$ cat src/pkg/scl_pkg.sv
// package: strap config latch constants, register map and types
package scl_pkg;
  // axi4-lite register byte offsets
  localparam logic [7:0] ADDR_CTRL = 8'h00;
  localparam logic [7:0] ADDR_ADV = 8'h04;
  localparam logic [7:0] ADDR_STRAP = 8'h08;
  localparam logic [7:0] ADDR_STATUS = 8'h0C;
  localparam logic [7:0] ADDR_PIN_OUT = 8'h10;
  // control register bit positions
  localparam int CTRL_DUPLEX_BIT = 8;
  localparam int CTRL_ISOLATE_BIT = 10;
  localparam int CTRL_AUTONEG_BIT = 12;
  localparam int CTRL_SPEED_BIT = 13;
  // advertisement register fields
  localparam int ADV_100_FD_BIT = 8;
  localparam int ADV_100_HD_BIT = 7;
  localparam int ADV_10_FD_BIT = 6;
  localparam int ADV_10_HD_BIT = 5;
  localparam logic [15:0] ADV_SELECTOR = 16'h0001;
  // management address
  localparam logic [1:0] MGMT_ADDR_HI = 2'h0;
  localparam logic [4:0] MGMT_ADDR_DEFAULT = 5'h01;
  localparam logic [4:0] MGMT_ADDR_BCAST = 5'h00;
  // interface mode codes
  localparam logic [2:0] MODE_CODE_MII = 3'h0;
  localparam logic [2:0] MODE_CODE_B2B = 3'h6;
  // strap vector bit positions
  localparam int STRAP_W = 12;
  localparam int SP_ADDR0 = 0;
  localparam int SP_MODE0 = 3;
  localparam int SP_ISO = 6;
  localparam int SP_SPEED = 7;
  localparam int SP_DUPLEX = 8;
  localparam int SP_ANEG = 9;
  localparam int SP_BCAST_OFF = 10;
  localparam int SP_TEST_N = 11;
  // strap defaults (internal pull levels)
  localparam logic [11:0] STRAP_DEFAULT = 12'h B81;
  // axi response codes
  localparam logic [1:0] RESP_OKAY = 2'h0;
  localparam logic [1:0] RESP_SLVERR = 2'h2;
  // synchroniser depth before capture
  localparam int SYNC_STAGES = 2;

  typedef enum logic [1:0] {SCL_MODE_MII, SCL_MODE_B2B, SCL_MODE_RSVD} scl_mode_t;

  typedef struct packed {
    logic [4:0] mgmt_addr;
    logic bcast_en;
    scl_mode_t mode;
    logic test_mode_en;
  } scl_cfg_t;

  typedef struct packed {
    logic [7:0] awaddr;
    logic awvalid;
    logic [31:0] wdata;
    logic [3:0] wstrb;
    logic wvalid;
    logic bready;
    logic [7:0] araddr;
    logic arvalid;
    logic rready;
  } scl_axi_req_t;

  typedef struct packed {
    logic awready;
    logic wready;
    logic [1:0] bresp;
    logic bvalid;
    logic arready;
    logic [31:0] rdata;
    logic [1:0] rresp;
    logic rvalid;
  } scl_axi_rsp_t;
endpackage

$ cat src/rtl/scl_sync.sv
// two-flop synchroniser for the strap pin vector
`timescale 1ns/10ps
`default_nettype none
module scl_sync (
  input wire logic ref_clk,
  input wire logic resetn,
  input wire logic [scl_pkg::STRAP_W-1:0] d,
  output logic [scl_pkg::STRAP_W-1:0] q
);
  logic [scl_pkg::STRAP_W-1:0] meta_ff;
  logic [scl_pkg::STRAP_W-1:0] sync_ff;

  // first stage feeds only the second stage
  always_ff @(posedge ref_clk or negedge resetn) begin
    if (!resetn) begin
      meta_ff <= scl_pkg::STRAP_DEFAULT;
      sync_ff <= scl_pkg::STRAP_DEFAULT;
    end else begin
      meta_ff <= d;
      sync_ff <= meta_ff;
    end
  end

  assign q = sync_ff;
endmodule
`default_nettype wire

$ cat src/rtl/scl_axil.sv
// axi4-lite slave front end: handshakes, decode strobes
`timescale 1ns/10ps
`default_nettype none
module scl_axil (
  input wire logic ref_clk,
  input wire logic resetn,
  input wire scl_pkg::scl_axi_req_t req,
  output scl_pkg::scl_axi_rsp_t rsp,
  output logic wr_en,
  output logic [7:0] wr_addr,
  output logic [31:0] wr_data,
  output logic [3:0] wr_strb,
  output logic rd_en,
  output logic [7:0] rd_addr,
  input wire logic [31:0] rd_data,
  input wire logic rd_err,
  input wire logic wr_err
);
  logic aw_got_ff;
  logic w_got_ff;
  logic [7:0] awaddr_ff;
  logic [31:0] wdata_ff;
  logic [3:0] wstrb_ff;
  logic bvalid_ff;
  logic [1:0] bresp_ff;
  logic rvalid_ff;
  logic [31:0] rdata_ff;
  logic [1:0] rresp_ff;
  logic aw_take;
  logic w_take;
  logic ar_take;
  logic aw_rdy_ff;
  logic w_rdy_ff;
  logic ar_rdy_ff;

  assign aw_take = req.awvalid && aw_rdy_ff;
  assign w_take = req.wvalid && w_rdy_ff;
  assign ar_take = req.arvalid && ar_rdy_ff;

  assign wr_en = aw_got_ff && w_got_ff && !bvalid_ff;
  assign wr_addr = awaddr_ff;
  assign wr_data = wdata_ff;
  assign wr_strb = wstrb_ff;
  assign rd_en = ar_take;
  assign rd_addr = req.araddr;

  // address and data taken in either order, held until the write retires
  always_ff @(posedge ref_clk or negedge resetn) begin
    if (!resetn) begin
      aw_got_ff <= 1'b0;
      w_got_ff <= 1'b0;
      awaddr_ff <= 8'h00;
      wdata_ff <= 32'h0000_0000;
      wstrb_ff <= 4'h0;
    end else begin
      if (aw_take) begin
        aw_got_ff <= 1'b1;
        awaddr_ff <= req.awaddr;
      end
      if (w_take) begin
        w_got_ff <= 1'b1;
        wdata_ff <= req.wdata;
        wstrb_ff <= req.wstrb;
      end
      if (wr_en) begin
        aw_got_ff <= 1'b0;
        w_got_ff <= 1'b0;
      end
    end
  end

  always_ff @(posedge ref_clk or negedge resetn) begin
    if (!resetn) begin
      bvalid_ff <= 1'b0;
      bresp_ff <= scl_pkg::RESP_OKAY;
    end else if (wr_en) begin
      bvalid_ff <= 1'b1;
      bresp_ff <= wr_err ? scl_pkg::RESP_SLVERR : scl_pkg::RESP_OKAY;
    end else if (req.bready) begin
      bvalid_ff <= 1'b0;
    end
  end

  always_ff @(posedge ref_clk or negedge resetn) begin
    if (!resetn) begin
      rvalid_ff <= 1'b0;
      rdata_ff <= 32'h0000_0000;
      rresp_ff <= scl_pkg::RESP_OKAY;
    end else if (ar_take) begin
      rvalid_ff <= 1'b1;
      rdata_ff <= rd_data;
      rresp_ff <= rd_err ? scl_pkg::RESP_SLVERR : scl_pkg::RESP_OKAY;
    end else if (req.rready) begin
      rvalid_ff <= 1'b0;
    end
  end

  // readies from flops, no comb path valid to ready; costs one cycle per channel
  always_ff @(posedge ref_clk or negedge resetn) begin
    if (!resetn) begin
      aw_rdy_ff <= 1'b0;
      w_rdy_ff <= 1'b0;
      ar_rdy_ff <= 1'b0;
    end else begin
      aw_rdy_ff <= req.awvalid && !aw_rdy_ff && !aw_got_ff && !bvalid_ff;
      w_rdy_ff <= req.wvalid && !w_rdy_ff && !w_got_ff && !bvalid_ff;
      ar_rdy_ff <= req.arvalid && !ar_rdy_ff && !rvalid_ff;
    end
  end

  always_comb begin
    rsp.awready = aw_rdy_ff;
    rsp.wready = w_rdy_ff;
    rsp.bvalid = bvalid_ff;
    rsp.bresp = bresp_ff;
    rsp.arready = ar_rdy_ff;
    rsp.rvalid = rvalid_ff;
    rsp.rdata = rdata_ff;
    rsp.rresp = rresp_ff;
  end
endmodule
`default_nettype wire

$ cat src/rtl/scl_top.sv
// strap config latch: samples straps at reset release, seeds control registers
// Behaviour
// - the three low address straps are captured at reset release, giving 0 to 7.
// - with only internal pulls the adopted management address is 00001.
// - address bits 4 and 3 are always zero.
// - broadcast-disable low makes address 0 a broadcast address, high makes it unique.
// - the mode strap is captured; 000 is normal, 110 is back-to-back, others reserved.
// - the isolate strap seeds control bit 10, high meaning isolate.
// - the speed strap seeds control bit 13, high meaning 100 Mbps.
// - the speed strap also sets the speed capability bits of the advertisement register.
// - the duplex strap seeds control bit 8, high meaning half duplex.
// - the autoneg strap seeds control bit 12, high meaning enabled.
// - the connectivity test strap is captured, low enabling the test mode.
// - shared pins are inputs during reset and driven outputs once reset completes; the code drives them one cycle after capture, the fourth edge after release.
//
// Added by the designer: register access over AXI4-Lite and the address map.
`timescale 1ns/10ps
`default_nettype none
module scl_top (
  input wire logic ref_clk,
  input wire logic resetn,
  input wire scl_pkg::scl_axi_req_t axi_req,
  output scl_pkg::scl_axi_rsp_t axi_rsp,
  input wire logic [2:0] mgmt_addr_strap_bit_i,
  input wire logic [2:0] mode_strap_i,
  input wire logic isolate_strap_i,
  input wire logic speed_strap_i,
  input wire logic duplex_strap_i,
  input wire logic autoneg_enable_strap,
  input wire logic broadcast_addr_disable_strap,
  input wire logic conn_test_strap_n_i,
  input wire logic [scl_pkg::STRAP_W-1:0] pin_func_out,
  output logic [scl_pkg::STRAP_W-1:0] pin_o,
  output logic [scl_pkg::STRAP_W-1:0] pin_oe,
  output logic cfg_valid,
  output scl_pkg::scl_cfg_t cfg,
  output logic [15:0] ctrl_reg,
  output logic [15:0] adv_reg
);
  logic [scl_pkg::STRAP_W-1:0] strap_raw;
  logic [scl_pkg::STRAP_W-1:0] strap_sync;
  logic [scl_pkg::STRAP_W-1:0] strap_ff;
  logic [scl_pkg::STRAP_W-1:0] pin_o_ff;
  logic [scl_pkg::STRAP_W-1:0] pin_oe_ff;
  logic [1:0] settle_ff;
  logic captured_ff;
  logic capture;
  scl_pkg::scl_cfg_t cfg_ff;
  scl_pkg::scl_cfg_t nxt_cfg;
  logic [15:0] ctrl_ff;
  logic [15:0] adv_ff;
  logic wr_en;
  logic [7:0] wr_addr;
  logic [31:0] wr_data;
  logic [3:0] wr_strb;
  logic [7:0] rd_addr;
  logic [31:0] rd_data;
  logic rd_err;
  logic wr_err;

  // byte-lane merge of a 16-bit register
  function automatic logic [15:0] merge16(input logic [15:0] old, input logic [31:0] d, input logic [3:0] s);
    merge16 = old;
    if (s[0]) begin
      merge16[7:0] = d[7:0];
    end
    if (s[1]) begin
      merge16[15:8] = d[15:8];
    end
  endfunction

  // 100 Mbps capability follows the speed strap, 10 Mbps bits always set
  function automatic logic [15:0] adv_seed(input logic spd);
    adv_seed = scl_pkg::ADV_SELECTOR;
    adv_seed[scl_pkg::ADV_10_HD_BIT] = 1'b1;
    adv_seed[scl_pkg::ADV_10_FD_BIT] = 1'b1;
    adv_seed[scl_pkg::ADV_100_HD_BIT] = spd;
    adv_seed[scl_pkg::ADV_100_FD_BIT] = spd;
  endfunction

  assign strap_raw = {conn_test_strap_n_i, broadcast_addr_disable_strap, autoneg_enable_strap,
                      duplex_strap_i, speed_strap_i, isolate_strap_i, mode_strap_i, mgmt_addr_strap_bit_i};

  scl_sync u_sync (
    .ref_clk(ref_clk),
    .resetn(resetn),
    .d(strap_raw),
    .q(strap_sync)
  );

  // wait for synchroniser to fill after release, then capture once
  always_ff @(posedge ref_clk or negedge resetn) begin
    if (!resetn) begin
      settle_ff <= 2'h0;
    end else if (settle_ff != 2'(scl_pkg::SYNC_STAGES)) begin
      settle_ff <= settle_ff + 2'h1;
    end
  end

  assign capture = (settle_ff == 2'(scl_pkg::SYNC_STAGES)) && !captured_ff;

  always_ff @(posedge ref_clk or negedge resetn) begin
    if (!resetn) begin
      captured_ff <= 1'b0;
    end else if (capture) begin
      captured_ff <= 1'b1;
    end
  end

  // snapshot held until the next reset, pins never resampled
  always_ff @(posedge ref_clk or negedge resetn) begin
    if (!resetn) begin
      strap_ff <= scl_pkg::STRAP_DEFAULT;
    end else if (capture) begin
      strap_ff <= strap_sync;
    end
  end

  always_comb begin
    nxt_cfg.mgmt_addr = {scl_pkg::MGMT_ADDR_HI, strap_sync[scl_pkg::SP_ADDR0 +: 3]};
    nxt_cfg.bcast_en = !strap_sync[scl_pkg::SP_BCAST_OFF];
    unique case (strap_sync[scl_pkg::SP_MODE0 +: 3])
      scl_pkg::MODE_CODE_MII: nxt_cfg.mode = scl_pkg::SCL_MODE_MII;
      scl_pkg::MODE_CODE_B2B: nxt_cfg.mode = scl_pkg::SCL_MODE_B2B;
      default: nxt_cfg.mode = scl_pkg::SCL_MODE_RSVD;
    endcase
    nxt_cfg.test_mode_en = !strap_sync[scl_pkg::SP_TEST_N];
  end

  always_ff @(posedge ref_clk or negedge resetn) begin
    if (!resetn) begin
      cfg_ff <= '{mgmt_addr: scl_pkg::MGMT_ADDR_DEFAULT, bcast_en: 1'b1,
                  mode: scl_pkg::SCL_MODE_MII, test_mode_en: 1'b0};
    end else if (capture) begin
      cfg_ff <= nxt_cfg;
    end
  end

  // seeded bits, software may overwrite afterwards
  always_ff @(posedge ref_clk or negedge resetn) begin
    if (!resetn) begin
      ctrl_ff <= 16'h3100;
    end else if (capture) begin
      ctrl_ff <= 16'h0000;
      ctrl_ff[scl_pkg::CTRL_ISOLATE_BIT] <= strap_sync[scl_pkg::SP_ISO];
      ctrl_ff[scl_pkg::CTRL_SPEED_BIT] <= strap_sync[scl_pkg::SP_SPEED];
      ctrl_ff[scl_pkg::CTRL_DUPLEX_BIT] <= strap_sync[scl_pkg::SP_DUPLEX];
      ctrl_ff[scl_pkg::CTRL_AUTONEG_BIT] <= strap_sync[scl_pkg::SP_ANEG];
    end else if (wr_en && wr_addr == scl_pkg::ADDR_CTRL) begin
      ctrl_ff <= merge16(ctrl_ff, wr_data, wr_strb);
    end
  end

  always_ff @(posedge ref_clk or negedge resetn) begin
    if (!resetn) begin
      adv_ff <= adv_seed(1'b1);
    end else if (capture) begin
      adv_ff <= adv_seed(strap_sync[scl_pkg::SP_SPEED]);
    end else if (wr_en && wr_addr == scl_pkg::ADDR_ADV) begin
      adv_ff <= merge16(adv_ff, wr_data, wr_strb);
    end
  end

  // pins stay inputs with pulls until capture is done, then drive
  always_ff @(posedge ref_clk or negedge resetn) begin
    if (!resetn) begin
      pin_oe_ff <= 12'h000;
      pin_o_ff <= 12'h000;
    end else begin
      pin_oe_ff <= captured_ff ? 12'hFFF : 12'h000;
      pin_o_ff <= captured_ff ? pin_func_out : 12'h000;
    end
  end

  always_comb begin
    rd_data = 32'h0000_0000;
    rd_err = 1'b0;
    unique case (rd_addr)
      scl_pkg::ADDR_CTRL: rd_data = {16'h0000, ctrl_ff};
      scl_pkg::ADDR_ADV: rd_data = {16'h0000, adv_ff};
      scl_pkg::ADDR_STRAP: rd_data = {20'h0_0000, strap_ff};
      scl_pkg::ADDR_STATUS: rd_data = {22'h00_0000, captured_ff, cfg_ff};
      scl_pkg::ADDR_PIN_OUT: rd_data = {20'h0_0000, pin_oe_ff};
      default: rd_err = 1'b1;
    endcase
  end

  // only control and advertisement are writable
  assign wr_err = !(wr_addr == scl_pkg::ADDR_CTRL || wr_addr == scl_pkg::ADDR_ADV);

  scl_axil u_axil (
    .ref_clk(ref_clk),
    .resetn(resetn),
    .req(axi_req),
    .rsp(axi_rsp),
    .wr_en(wr_en),
    .wr_addr(wr_addr),
    .wr_data(wr_data),
    .wr_strb(wr_strb),
    .rd_en(),
    .rd_addr(rd_addr),
    .rd_data(rd_data),
    .rd_err(rd_err),
    .wr_err(wr_err)
  );

  assign pin_o = pin_o_ff;
  assign pin_oe = pin_oe_ff;
  assign cfg_valid = captured_ff;
  assign cfg = cfg_ff;
  assign ctrl_reg = ctrl_ff;
  assign adv_reg = adv_ff;
endmodule
`default_nettype wire

$ cat config.mk
export PLATFORM = sky130hd
export DESIGN_NAME = scl_top
export DESIGN_NICKNAME = d
export VERILOG_FILES = /design/src/pkg/scl_pkg.sv /design/src/rtl/scl_sync.sv /design/src/rtl/scl_axil.sv /design/src/rtl/scl_top.sv
export SDC_FILE = /design/constraint.sdc
export NUM_CORES = 1
export LEC_CHECK = 0
export BUFFER_PORTS_ARGS = -buffer_cell sky130_fd_sc_hd__clkbuf_2
export CAP_MARGIN = 10
export CORE_ASPECT_RATIO = 0.9
export CORE_UTILIZATION = 45
export CTS_BUF_LIST = sky130_fd_sc_hd__clkbuf_8
export DETAILED_ROUTE_END_ITERATION = 8
export PLACE_DENSITY = 0.75
export SLEW_MARGIN = 10
export SYNTH_ARGS = -nofsm -noshare
export SYNTH_HDL_FRONTEND = slang
export SYNTH_SLANG_ARGS = --single-unit
$ cat constraint.sdc
create_clock -name ref_clk -period 1.78 [get_ports ref_clk]
set_input_delay 0 -clock ref_clk [delete_from_list [all_inputs] [get_ports ref_clk]]
set_output_delay 0 -clock ref_clk [all_outputs]
set_load 0.01 [all_outputs]
==> summary.md <==
| Metric | Value |
|---|---|
| Total negative slack for setup checks | `-2.17 ns` |
| Placed cell count | `781` |
| Final Instance Area | `7850 sq um` |
| Total of buffers placed on input and output ports | `151` |
| Clock sink count | `139` |
| Initial antenna violation count | `0` |
| Clk_lat worst skew | `0.44 ns` |
| Antenna Nets Post-Route | `0` |
| Total number of H-tree levels | `4` |
| Count of nets after finishing | `778` |
| FP Rows | `39` |
| Slew @ Worst Pin | `0.571 ns` |
| Commonest cells post-synth | `sky130_fd_sc_hd__dfrtp_1, sky130_fd_sc_hd__nand2_1, sky130_fd_sc_hd__mux2_2` |
| Mean post-synth cell area | `12.3 sq um` |
| Final Max Slew Viols | `0` |
| Fmax achieved | `525 MHz` |
| Violations in the final reports | `negative setup slack` |
| CP Data Arrival Time | `2.22 ns` |
| Worst IR Drop VDD | `0.677 mV` |
| Top-area cell type share of the netlist area | `0.487` |
| Type of element capturing the critical path | `flop` |
| Top Ports | `190` |
| Largest area contributor in the synthesized netlist | `sky130_fd_sc_hd__dfrtp_1` |
| Number of diodes added for antenna fixing | `0` |
| Required time at the worst-slack endpoint | `2.10 ns` |
| Global router's overall resource usage | `0.219` |
| Unique masters post-synth | `47` |
| Overall die area | `13600 sq um` |
| Critical path startpoint | `u_axil.wr_addr[6]` |
| Vias | `4338` |
| Critical register-to-register path startpoint | `u_axil.wr_addr[6]` |
| Bufs on Longest Clock Path | `2` |
| Leading post-synthesis cells by cell area | `sky130_fd_sc_hd__dfrtp_1, sky130_fd_sc_hd__dfstp_2, sky130_fd_sc_hd__mux2_2` |
| Category of the most critical setup path | `reg2reg` |
| Predominant post-synthesis flop cell | `sky130_fd_sc_hd__dfrtp_1` |
| Worst hold path class | `in2async` |
| Post-route DRC violation count | `0` |
| Proportion of layout cells with a drive suffix above 1 | `0.424` |
| Power per Cell Area | `1070 nW/um^2` |
| Number of flops mapped to enable cells by yosys | `0` |
| Global-route wire length before repair | `22.6 mm` |
| Reg2reg path depth | `4` |
| Asr flop ratio synth | `1.00` |
| Count of filler cells inserted in the layout | `1003` |
| Width of the chip | `123 um` |
| Maximum number of pins on one net before global-route repair | `55` |
| Worst slew margin relative to its limit | `0.618` |
| # setup viols final | `32` |
| Final Hold Fails | `0` |
| Detailed Route WL | `14.2 mm` |
| TritonRoute pass-1 iters | `4` |
| Reg2Reg Setup Slack | `-0.12 ns` |
| Starting utilization of the core area | `0.464` |
| Run status | `finished, violations left` |
| Clock period minus final worst setup slack | `1.90 ns` |
| Top fanout value on the critical path | `8` |
| Post-CTS clock slew at the launch and capture registers of the worst setup and hold paths | `0.07 ns` |
| Critical path startpoint category | `flop` |
| Area of the placeable core | `12700 sq um` |
| Remaining Overflow, GRT | `0` |
| Final Worst Setup Slack | `-0.124 ns` |
| CTS tree | `done` |
| Register bit total from synthesis | `139` |
| Final core area utilization | `0.616` |
| DP Wirelength | `9.81 mm` |
| Post-synthesis sequential area ratio | `0.594` |
| Number of warnings printed during yosys synthesis | `0` |
| Cell area after technology mapping | `5900 sq um` |
| Maxcap violations | `0` |
| Placer's final routability congestion estimate | `0.868` |
| Cells after Synth | `480` |
| CTS root buffer | `sky130_fd_sc_hd__clkbuf_8` |
| Unrepaired setup endpoints after global routing | `true` |
| Post-route fraction of the period consumed by the critical path | `1.07` |
| Skew final | `0.00894 ns` |
| Routed wire per std cell | `16.2 um` |
| Number of global-route vias before repair | `4545` |
| Placement-stage cell area | `6830 sq um` |
| First-iteration detailed-routing DRC count | `160` |
| Pleak | `0.00399 uW` |
| Worst reg2reg endpoint | `ctrl_reg[1]` |
| Height of the chip | `111 um` |
| Syn-to-layout area delta | `32.9%` |
| Capture point of the worst path | `ctrl_reg[1]` |
| Number of buffers created by CTS | `17` |
| Library cell with the highest instance count after synthesis | `sky130_fd_sc_hd__dfrtp_1` |
| Post-route insts no fill | `871` |
| Per-cell via count in the routed design | `4.98` |
==> metal layers <==
metal	track usage	wire length, um	vias up
met5	0	0	-
met4	0.0870	325	0
met3	0.0489	811	30
met2	0.350	6880	176
met1	0.289	6130	2122
li1	-	-	2010
==> where the power goes <==
part	switching, uW	internal [uW]	leakage [uW]
Sequential	400	3740	0.00168
Combinational	783	869	0.00208
Clock	1140	1510	0.000227
Total	2320	6110	0.00399
==> cell type report <==
cell class                 instances  area (sq um)  area share
clock buffer                      21           289      0.0368
sequential                       139          3510       0.447
multi-input combinational        284          2060       0.262
clock inverter                    11           128      0.0163
tap                              164           205      0.0261
inverter                          18          67.6     0.00861
timing repair buffer             234          1590       0.203
==> cells by family after synthesis <==
group	after synthesis	synth area share
flops	139	0.594
simple gates	128	0.112
compound gates	59	0.0776
other cells	1	0.000635
xor+xnor	2	0.00297
fa+ha+maj	1	0.00212
buf+inv	76	0.0750
mux	74	0.136
==> metrics by stage <==
stage | total power (uW) | setup WS [ns] | hold slack, ns
final | 8430 | -0.124 | 0.0802
after global routing | 8840 | -0.205 | 0.0694
after CTS | 8480 | -0.125 | 0.0531
after detailed placement | 5720 | -0.169 | -0.00338
after global placement | 5630 | -0.0986 | -0.0165
after floorplan | 5090 | -0.0598 | -0.296
==> what timing repair did <==
item | CTS | global route
endpoints found under the hold margin | 179 | 0
setup endpoints to repair | 32 | 32
pin swaps | 3 | 2
gates resized for setup | 2 | 2
hold buffers | 57 | 0
buffers inserted | 0 | 1
==> cells in the final DEF (no fill, tap or decap), types with 2 or more instances in the layout <==
cell type / netlist / final
sky130_fd_sc_hd__buf_12: 0 / 5
sky130_fd_sc_hd__and2_1: 18 / 18
sky130_fd_sc_hd__clkinv_2: 0 / 3
sky130_fd_sc_hd__mux2i_1: 26 / 24
sky130_fd_sc_hd__mux2_2: 48 / 48
sky130_fd_sc_hd__nor4b_1: 7 / 7
sky130_fd_sc_hd__dlygate4sd3_1: 0 / 57
sky130_fd_sc_hd__a22o_1: 10 / 10
sky130_fd_sc_hd__inv_1: 18 / 22
sky130_fd_sc_hd__nand2b_1: 5 / 5
sky130_fd_sc_hd__nor2_1: 19 / 19
sky130_fd_sc_hd__dfrtp_1: 115 / 115
sky130_fd_sc_hd__conb_1: 1 / 20
sky130_fd_sc_hd__o21ai_0: 12 / 12
sky130_fd_sc_hd__a21oi_1: 11 / 11
sky130_fd_sc_hd__nand2_1: 60 / 60
sky130_fd_sc_hd__or2_2: 2 / 2
sky130_fd_sc_hd__or4_4: 2 / 3
sky130_fd_sc_hd__o22ai_1: 4 / 4
sky130_fd_sc_hd__a221o_2: 4 / 4
sky130_fd_sc_hd__a21boi_0: 2 / 2
sky130_fd_sc_hd__clkbuf_2: 0 / 150
sky130_fd_sc_hd__dfstp_2: 24 / 24
sky130_fd_sc_hd__buf_6: 1 / 2
sky130_fd_sc_hd__a31oi_4: 0 / 2
sky130_fd_sc_hd__mux2i_2: 0 / 2
sky130_fd_sc_hd__nor3_4: 2 / 2
sky130_fd_sc_hd__o31a_1: 4 / 4
sky130_fd_sc_hd__bufinv_16: 0 / 3
sky130_fd_sc_hd__buf_4: 39 / 20
sky130_fd_sc_hd__nor4_1: 2 / 2
sky130_fd_sc_hd__clkbuf_8: 0 / 21
sky130_fd_sc_hd__a31o_2: 3 / 3
==> worst min path at each step <==
| stage | slack [ns] | startpoint | cells past startpoint | endpoint |
|---|---|---|---|---|
| after CTS | 0.05 | axi_req[4] | 5 | u_axil.rdata_ff[2] |
| after floorplan | -0.30 | resetn | 0 | adv_reg[10] |
| after global placement | -0.02 | resetn | 1 | adv_reg[1] |
| after detailed placement | -0.003 | resetn | 1 | adv_reg[1] |
| after global routing | 0.07 | axi_req[4] | 5 | u_axil.rdata_ff[2] |
| final | 0.08 | resetn | 2 | adv_reg[1] |
==> worst max-delay path, cell delays in order, from the launching register on <==
cell                      delay [ns]
sky130_fd_sc_hd__dfrtp_1        0.38
sky130_fd_sc_hd__or4_4          0.57
sky130_fd_sc_hd__or4_4          0.53
sky130_fd_sc_hd__mux2i_2        0.23
sky130_fd_sc_hd__nor2_1         0.06
No activity file was read; power rests on OpenSTA's default activity.
